`config.mk`:
```
export PLATFORM = sky130hd
export DESIGN_NAME = rcis_clock_select
export DESIGN_NICKNAME = d
export VERILOG_FILES = /design/src/rtl/rcis_pkg.sv /design/src/rtl/rcis_reg_if.sv /design/src/rtl/rcis_axil_slave.sv /design/src/rtl/rcis_clock_select.sv
export SDC_FILE = /design/constraint.sdc
export NUM_CORES = 1
export LEC_CHECK = 0
export BUFFER_PORTS_ARGS = -buffer_cell sky130_fd_sc_hd__buf_4
export CORE_ASPECT_RATIO = 0.5
export CORE_MARGIN = 2
export CORE_UTILIZATION = 50
export CTS_CLUSTER_DIAMETER = 60
export DETAILED_ROUTE_END_ITERATION = 8
export PLACE_DENSITY = 0.77
export SLEW_MARGIN = 10
export SYNTH_ARGS = -nofsm -noshare
export SYNTH_HDL_FRONTEND = slang
export SYNTH_SLANG_ARGS = --single-unit
```
`constraint.sdc`:
```
create_clock -name sys_clk -period 7.2 [get_ports sys_clk]
set_input_delay 2.16 -clock sys_clk [delete_from_list [all_inputs] [get_ports sys_clk]]
set_output_delay 2.16 -clock sys_clk [all_outputs]
set_load 0.02 [all_outputs]
```
`src/rtl/rcis_pkg.sv`:
```
package rcis_pkg;

  // register indices; byte address is four times the index
  localparam int unsigned CTRL_A_IDX = 8'h01;
  localparam int unsigned CTRL_D_IDX = 8'h04;
  localparam int unsigned RATIO_IDX  = 8'h18;

  localparam logic [7:0] CTRL_A_RESET = 8'h00;
  localparam logic [7:0] CTRL_D_RESET = 8'h00;

  // receiver_control_a fields
  localparam int unsigned CA_SWITCH_BIT = 7;
  localparam int unsigned CA_RATE_BIT   = 1;

  // receiver_control_d fields
  localparam int unsigned CD_TRISTATE_BIT = 7;
  localparam int unsigned CD_MASTER_BIT   = 6;
  localparam int unsigned CD_RX_SEL_LSB   = 3;
  localparam int unsigned CD_PASS_SEL_LSB = 0;
  localparam int unsigned SEL_W           = 3;

  localparam logic [1:0] RESP_OKAY   = 2'h0;
  localparam logic [1:0] RESP_SLVERR = 2'h2;
  localparam logic [1:0] RESP_DECERR = 2'h3;

  // framing: 256 source ticks per stereo sample, 64 bit clocks per sample
  localparam int unsigned WORD_CNT_W  = 7;
  localparam logic [6:0]  WORD_LAST   = 7'h7F;
  localparam logic        BIT_LAST    = 1'h1;
  // ratio window of 64 recovered ticks gives a 2.6 fixed-point ratio
  localparam int unsigned RATIO_WIN_W = 6;
  localparam logic [5:0]  RATIO_LAST  = 6'h3F;
  localparam logic [7:0]  COUNT_MAX   = 8'hFF;

  typedef struct packed {
    logic                   lowPower;
    logic                   refPrev;
    logic                   recPrev;
    logic                   switched;
    logic                   divPhase;
    logic                   mclk;
    logic                   mclkOe;
    logic                   bitClk;
    logic                   bitOe;
    logic                   bitCnt;
    logic                   wordClk;
    logic                   wordOe;
    logic [WORD_CNT_W-1:0]  wordCnt;
    logic [7:0]             refCount;
    logic [RATIO_WIN_W-1:0] winCnt;
    logic [7:0]             ratio;
    logic                   rxLine;
    logic                   passLine;
  } rcis_core_t;

  localparam rcis_core_t CORE_RESET = '{lowPower: 1'b1, default: '0};

endpackage

```
`src/rtl/rcis_reg_if.sv`:
```
`timescale 1ns/100ps
`default_nettype none
interface rcis_reg_if;
  logic [7:0] ctrlA;
  logic [7:0] ctrlD;
  logic [7:0] ratio;
  modport regs (output ctrlA, output ctrlD, input ratio);
  modport core (input ctrlA, input ctrlD, output ratio);
endinterface
`default_nettype wire

```
`src/rtl/rcis_axil_slave.sv`:
```
`timescale 1ns/100ps
`default_nettype none
module rcis_axil_slave #(
  parameter int unsigned ADDR_W = 8
) (
  input  wire logic              sys_clk,
  input  wire logic              rst_b,
  input  wire logic [ADDR_W-1:0] awaddr,
  input  wire logic              awvalid,
  output logic                   awready,
  input  wire logic [31:0]       wdata,
  input  wire logic [3:0]        wstrb,
  input  wire logic              wvalid,
  output logic                   wready,
  output logic [1:0]             bresp,
  output logic                   bvalid,
  input  wire logic              bready,
  input  wire logic [ADDR_W-1:0] araddr,
  input  wire logic              arvalid,
  output logic                   arready,
  output logic [31:0]            rdata,
  output logic [1:0]             rresp,
  output logic                   rvalid,
  input  wire logic              rready,
  rcis_reg_if.regs               regs
);
  import rcis_pkg::*;

  typedef struct packed {
    logic              awReady;
    logic              wReady;
    logic              bValid;
    logic [1:0]        bResp;
    logic              arReady;
    logic              rValid;
    logic [1:0]        rResp;
    logic [7:0]        rData;
    logic              awHave;
    logic              wHave;
    logic [ADDR_W-1:0] awAddr;
    logic [7:0]        wData;
    logic              wLane0;
    logic [7:0]        ctrlA;
    logic [7:0]        ctrlD;
  } rcis_axil_t;

  rcis_axil_t s;
  rcis_axil_t next_s;

  // 0 none, 1 control a, 2 control d, 3 ratio readback
  function automatic logic [1:0] regHit(input logic [ADDR_W-1:0] a);
    regHit = 2'h0;
    if (a[1:0] == 2'h0) begin
      if (a[ADDR_W-1:2] == (ADDR_W-2)'(CTRL_A_IDX)) regHit = 2'h1;
      if (a[ADDR_W-1:2] == (ADDR_W-2)'(CTRL_D_IDX)) regHit = 2'h2;
      if (a[ADDR_W-1:2] == (ADDR_W-2)'(RATIO_IDX))  regHit = 2'h3;
    end
  endfunction

  always_comb begin
    next_s = s;
    if (awvalid && s.awReady) begin
      next_s.awHave = 1'b1;
      next_s.awAddr = awaddr;
    end
    if (wvalid && s.wReady) begin
      next_s.wHave  = 1'b1;
      next_s.wData  = wdata[7:0];
      next_s.wLane0 = wstrb[0];
    end
    if (s.bValid && bready) next_s.bValid = 1'b0;
    if (next_s.awHave && next_s.wHave && !next_s.bValid) begin
      next_s.awHave = 1'b0;
      next_s.wHave  = 1'b0;
      next_s.bValid = 1'b1;
      next_s.bResp  = RESP_OKAY;
      case (regHit(next_s.awAddr))
        2'h1: if (next_s.wLane0) next_s.ctrlA = next_s.wData;
        2'h2: if (next_s.wLane0) next_s.ctrlD = next_s.wData;
        2'h3: next_s.bResp = RESP_SLVERR;
        default: next_s.bResp = RESP_DECERR;
      endcase
    end
    if (s.rValid && rready) next_s.rValid = 1'b0;
    if (arvalid && s.arReady) begin
      next_s.rValid = 1'b1;
      next_s.rResp  = RESP_OKAY;
      case (regHit(araddr))
        2'h1: next_s.rData = s.ctrlA;
        2'h2: next_s.rData = s.ctrlD;
        2'h3: next_s.rData = regs.ratio;
        default: begin
          next_s.rData = 8'h00;
          next_s.rResp = RESP_DECERR;
        end
      endcase
    end
    next_s.awReady = !next_s.awHave;
    next_s.wReady  = !next_s.wHave;
    next_s.arReady = !next_s.rValid;
    if (!rst_b) begin
      next_s       = '0;
      next_s.ctrlA = CTRL_A_RESET;
      next_s.ctrlD = CTRL_D_RESET;
    end
  end

  always_ff @(posedge sys_clk) begin
    s <= next_s;
  end

  assign awready    = s.awReady;
  assign wready     = s.wReady;
  assign bvalid     = s.bValid;
  assign bresp      = s.bResp;
  assign arready    = s.arReady;
  assign rvalid     = s.rValid;
  assign rresp      = s.rResp;
  assign rdata      = {24'h000000, s.rData};
  assign regs.ctrlA = s.ctrlA;
  assign regs.ctrlD = s.ctrlD;
endmodule
`default_nettype wire

```
`src/rtl/rcis_clock_select.sv`:
```
`timescale 1ns/100ps
`default_nettype none
module rcis_clock_select #(
  parameter int unsigned ADDR_W = 8
) (
  input  wire logic              sys_clk,
  input  wire logic              rst_b,
  input  wire logic [ADDR_W-1:0] awaddr,
  input  wire logic              awvalid,
  output logic                   awready,
  input  wire logic [31:0]       wdata,
  input  wire logic [3:0]        wstrb,
  input  wire logic              wvalid,
  output logic                   wready,
  output logic [1:0]             bresp,
  output logic                   bvalid,
  input  wire logic              bready,
  input  wire logic [ADDR_W-1:0] araddr,
  input  wire logic              arvalid,
  output logic                   arready,
  output logic [31:0]            rdata,
  output logic [1:0]             rresp,
  output logic                   rvalid,
  input  wire logic              rready,
  input  wire logic [7:0]        positiveLineInputs,
  input  wire logic              negativeLineInput,
  input  wire logic              pllLocked,
  input  wire logic              pllRecoveredClock,
  input  wire logic              externalReferenceClock,
  output logic                   recoveredMasterClock,
  output logic                   recoveredMasterClockOe,
  input  wire logic              outputBitClockIn,
  output logic                   outputBitClockOut,
  output logic                   outputBitClockOe,
  input  wire logic              outputWordClockIn,
  output logic                   outputWordClockOut,
  output logic                   outputWordClockOe,
  output logic                   receiveLine,
  output logic                   passThroughLine,
  output logic                   lowPower
);
  import rcis_pkg::*;

  rcis_reg_if regBus ();

  rcis_axil_slave #(
    .ADDR_W (ADDR_W)
  ) u_regs (
    .sys_clk (sys_clk),
    .rst_b   (rst_b),
    .awaddr  (awaddr),
    .awvalid (awvalid),
    .awready (awready),
    .wdata   (wdata),
    .wstrb   (wstrb),
    .wvalid  (wvalid),
    .wready  (wready),
    .bresp   (bresp),
    .bvalid  (bvalid),
    .bready  (bready),
    .araddr  (araddr),
    .arvalid (arvalid),
    .arready (arready),
    .rdata   (rdata),
    .rresp   (rresp),
    .rvalid  (rvalid),
    .rready  (rready),
    .regs    (regBus.regs)
  );

  rcis_core_t s;
  rcis_core_t next_s;

  logic       refTick;
  logic       recTick;
  logic       srcTick;
  logic       master;
  logic       rateHalf;
  logic       winEnd;
  logic [7:0] refNext;

  function automatic logic [SEL_W-1:0] muxSel(
    input logic [7:0]  ctrl,
    input int unsigned lsb
  );
    muxSel = ctrl[lsb +: SEL_W];
  endfunction

  always_comb begin
    refTick  = externalReferenceClock & ~s.refPrev;
    recTick  = pllRecoveredClock & ~s.recPrev;
    srcTick  = s.switched ? refTick : recTick;
    master   = regBus.ctrlD[CD_MASTER_BIT];
    rateHalf = regBus.ctrlA[CA_RATE_BIT];
    winEnd   = recTick && (s.winCnt == RATIO_LAST);
    refNext  = s.refCount;
    if (refTick && (s.refCount != COUNT_MAX)) begin
      refNext = 8'(s.refCount + 8'h01);
    end

    next_s          = s;
    next_s.lowPower = 1'b0;
    next_s.refPrev  = externalReferenceClock;
    next_s.recPrev  = pllRecoveredClock;

    // mux outputs follow the selects in control d
    next_s.rxLine   = positiveLineInputs[muxSel(regBus.ctrlD,
                      CD_RX_SEL_LSB)] & ~negativeLineInput;
    next_s.passLine = positiveLineInputs[muxSel(regBus.ctrlD,
                      CD_PASS_SEL_LSB)];

    // fall back to the reference clock while the pll is out of lock
    next_s.switched = regBus.ctrlA[CA_SWITCH_BIT] & ~pllLocked;
    if (recTick) next_s.divPhase = ~s.divPhase;
    if (s.switched) begin
      next_s.mclk = externalReferenceClock;
    end else if (rateHalf) begin
      next_s.mclk = next_s.divPhase;
    end else begin
      next_s.mclk = pllRecoveredClock;
    end
    next_s.mclkOe = ~regBus.ctrlD[CD_TRISTATE_BIT];

    // ratio of reference edges per 64 recovered edges
    if (recTick) next_s.winCnt = RATIO_WIN_W'(s.winCnt + 6'h01);
    if (winEnd) begin
      next_s.ratio    = refNext;
      next_s.refCount = 8'h00;
    end else begin
      next_s.refCount = refNext;
    end

    if (master) begin
      next_s.bitOe  = 1'b1;
      next_s.wordOe = 1'b1;
      if (srcTick) begin
        next_s.bitCnt  = ~s.bitCnt;
        next_s.wordCnt = WORD_CNT_W'(s.wordCnt + 7'h01);
        if (s.bitCnt == BIT_LAST) next_s.bitClk = ~s.bitClk;
        if (s.wordCnt == WORD_LAST) next_s.wordClk = ~s.wordClk;
      end
    end else begin
      // slave: release the pins and lock the framing to the partner
      next_s.bitOe  = 1'b0;
      next_s.wordOe = 1'b0;
      next_s.bitClk = outputBitClockIn;
      if (outputWordClockIn != s.wordClk) begin
        next_s.wordClk = outputWordClockIn;
        next_s.wordCnt = '0;
        next_s.bitCnt  = 1'b0;
      end
    end

    if (!rst_b) next_s = CORE_RESET;
  end

  always_ff @(posedge sys_clk) begin
    s <= next_s;
  end

  assign regBus.ratio           = s.ratio;
  assign recoveredMasterClock   = s.mclk;
  assign recoveredMasterClockOe = s.mclkOe;
  assign outputBitClockOut      = s.bitClk;
  assign outputBitClockOe       = s.bitOe;
  assign outputWordClockOut     = s.wordClk;
  assign outputWordClockOe      = s.wordOe;
  assign receiveLine            = s.rxLine;
  assign passThroughLine        = s.passLine;
  assign lowPower               = s.lowPower;
endmodule
`default_nettype wire

```
==> metrics <==
ys async rst share=0; Setup TNS=0 ns; top cell type's share of synthesized area=0.4074; element type at the critical path end=register; Critical Path Sink=u_regs.regs.ctrlA[5]; FF-to-FF Start=u_regs.awready; via count=3541; clock latency on the worst-skew pair=0.35 ns; storage element area=0.001862 mm²; Nets=623; Initial Utilization=0.5193; post-synthesis register bit count=93; PwrDens=216.5 mW/mm²; top cells by area, synth=dfxtp_1 (41%), mux2i_1 (7.0%), buf_4 (6.2%); most numerous cell in the Yosys netlist=dfxtp_1; startpoint types=input port; CP startpoint=awvalid; GP Congestion=0.8646; num rows=24; ANT nets after route=0; IO Pins=123; initial antenna violation count=0; post-CTS setup buffer count=0; Reg2Reg Depth=7; CTS Hold Bufs=0; cts bufs inserted=9; RSZ-0062 raised after global routing=false; P_leak=0.002185 µW; Root Buffer=clkbuf_16; max_slew headroom=0.3032; final WL=9343 µm; post-layout min period=3.905 ns; cell area after synthesis=0.004569 mm²; first-pass GRT wire length=15300 µm; footprint of the multi-input gates=0.002322 mm²; Max VDD drop=134.1 µV; Via density=5.317; share of cells above drive strength 1=0.2113; status=finished clean; Synth Instances=494; Final Hold Viols=0; CTS resizes=0; First DRT Iteration DRCs=207; area growth from synthesis to layout=15.44%; largest net degree at the start of global routing=39; WP data arrival=4.18 ns; Max clock buf depth=2; GRT overflow=0; H-tree levels=3; maximum fanout along the worst path=10; RR Endpoint=u_regs.regs.ctrlA[5]; Post-DP HPWL=6645 µm; n_diodes=0; CTS sink cnt=93; period utilization=0.5423; Filler Cell Count=783; Most used DFF post-synth=dfxtp_1; Mean Syn Cell Area=9.250 µm²; Reg2Reg Setup Slack=4.83 ns; DRT Pass-1 Iters=4; Die Y-Extent=71.60 µm; CTS tree=built; kind of critical path=input port to register; Ys Warns=0; # DRC=0; core box area=0.008798 mm²; max frequency=256.1 MHz; clock skew=0.01014 ns; Max-cap violations=0; Avg WL per Cell=14.03 µm; setup violators final=0; vias in the first global route=3250; Chip Width=139.2 µm; PortBufs=71; Die Footprint=0.009966 mm²; Post-synth top cells=dfxtp_1 (93), nand2_1 (50), buf_4 (38); clock transition at the registers of the reported paths=0.07 ns; Final Max Tran Viols=0; final core utilization=0.5995; Hold Path Class=register to register; worst slew pin tran=1.037 ns; Total GRT Usage=0.1918; CP required=7.47 ns; post-synthesis sequential area ratio=0.4074; cell taking the most area after synthesis=dfxtp_1; Yosys cell types=59; Post-synth EDFFs=0
## registers in the layout, indices dropped and copies added, names as in the netlist, 2 cells and up
name and flops:
s 26, regBus.ratio 8, u_regs.regs.ctrlD 8, u_regs.regs.ctrlA 8
u_regs.rdata 8, u_regs.bresp 2, u_regs.s 19
## placed cells by master, fill, tap and decap left out, drive strengths merged, types with 4 or more instances in the layout
master  netlist  final
or4           5      5
nand2        50     50
and2         10     10
o22ai         8      8
mux4          4      4
xor2          5      5
a311oi        6      6
a211oi       16     16
a21oi        18     18
nand4         5      5
conb          1     24
nand3        20     20
inv          25     28
nor2         33     33
and3          5      5
o31ai         6      6
clkbuf        8      9
dfxtp        93     93
nor3b         7      7
ha            6      6
nand2b        5      5
a31oi         5      5
mux2i        32     32
buf          48     72
mux2         12     12
a21boi        4      4
o21ai        10     10
xnor2         7      7
nor3          5      5
## cell families after synthesis
family                     count (synthesis)  share of synthesized area
and+or+nand+nor                          168                     0.1950
DFF                                       93                     0.4074
AOI/OAI and AO/OA                         84                     0.1347
buffers and inverters                     82                     0.1032
muxes                                     48                     0.1194
xor gates and xnor gates                  12                    0.02300
adders and majority gates                  6                    0.01643
other                                      1                  0.0008207
## power by group
part | switching (µW) | internal (µW)
Clock | 206 | 274
Combinational | 72.1 | 52.0
Sequential | 8.75 | 530
## cell type report
type / count / area share
clock buffers: 9 / 0.04269
clock inverters: 7 / 0.01542
inverters: 26 / 0.01850
multi-input cells: 342 / 0.4402
flip-flops and latches: 93 / 0.3529
well taps: 117 / 0.02775
repair buffers: 72 / 0.1025
## how the worst min path moves through the flow
stage                    startpoint                endpoint  slack, ns  cells past startpoint
4_1_cts                u_regs.s[28]            u_regs.s[28]       0.46                      2
6_report               u_regs.s[32]            u_regs.s[32]       0.46                      2
3_3_place_gp   u_regs.regs.ctrlD[7]  recoveredMasterClockOe       0.44                      1
3_5_place_dp           u_regs.s[28]            u_regs.s[28]       0.44                      2
2_1_floorplan  u_regs.regs.ctrlD[7]  recoveredMasterClockOe       0.41                      1
5_1_grt        u_regs.regs.ctrlD[7]  recoveredMasterClockOe       0.48                      1
## critical path, cell delays in order
cell and delay (ns):
buf_4 0.13, nand2_1 0.30, mux2_2 0.43, and3_1 0.19
o211ai_1 0.24, ha_1 0.20, nand3_2 0.26, mux2i_1 0.26
## metrics by stage
stage          total power [µW]  worst slack, ns  area [µm²]  cells  hold WS, ns
2_1_floorplan             642.5            3.341        4656    517       0.4134
3_3_place_gp              670.7            2.981        4969    650       0.4402
3_5_place_dp              673.4            2.955        4969    650       0.4444
4_1_cts                    1152            3.280        5275    666       0.4590
5_1_grt                    1191            3.144        5275    666       0.4849
6_report                   1142            3.295        5275    666       0.4555
## layer usage
| metal | global-route usage | share of wire | up-vias |
|---|---|---|---|
| met5 | 0 | 0 | - |
| met4 | 0.06734 | 0.014 | 0 |
| met3 | 0.04813 | 0.049 | 13 |
| met2 | 0.3180 | 0.47 | 97 |
| met1 | 0.2487 | 0.47 | 1641 |
| li1 | - | - | 1790 |
No activity file was read; power rests on OpenSTA's default activity.
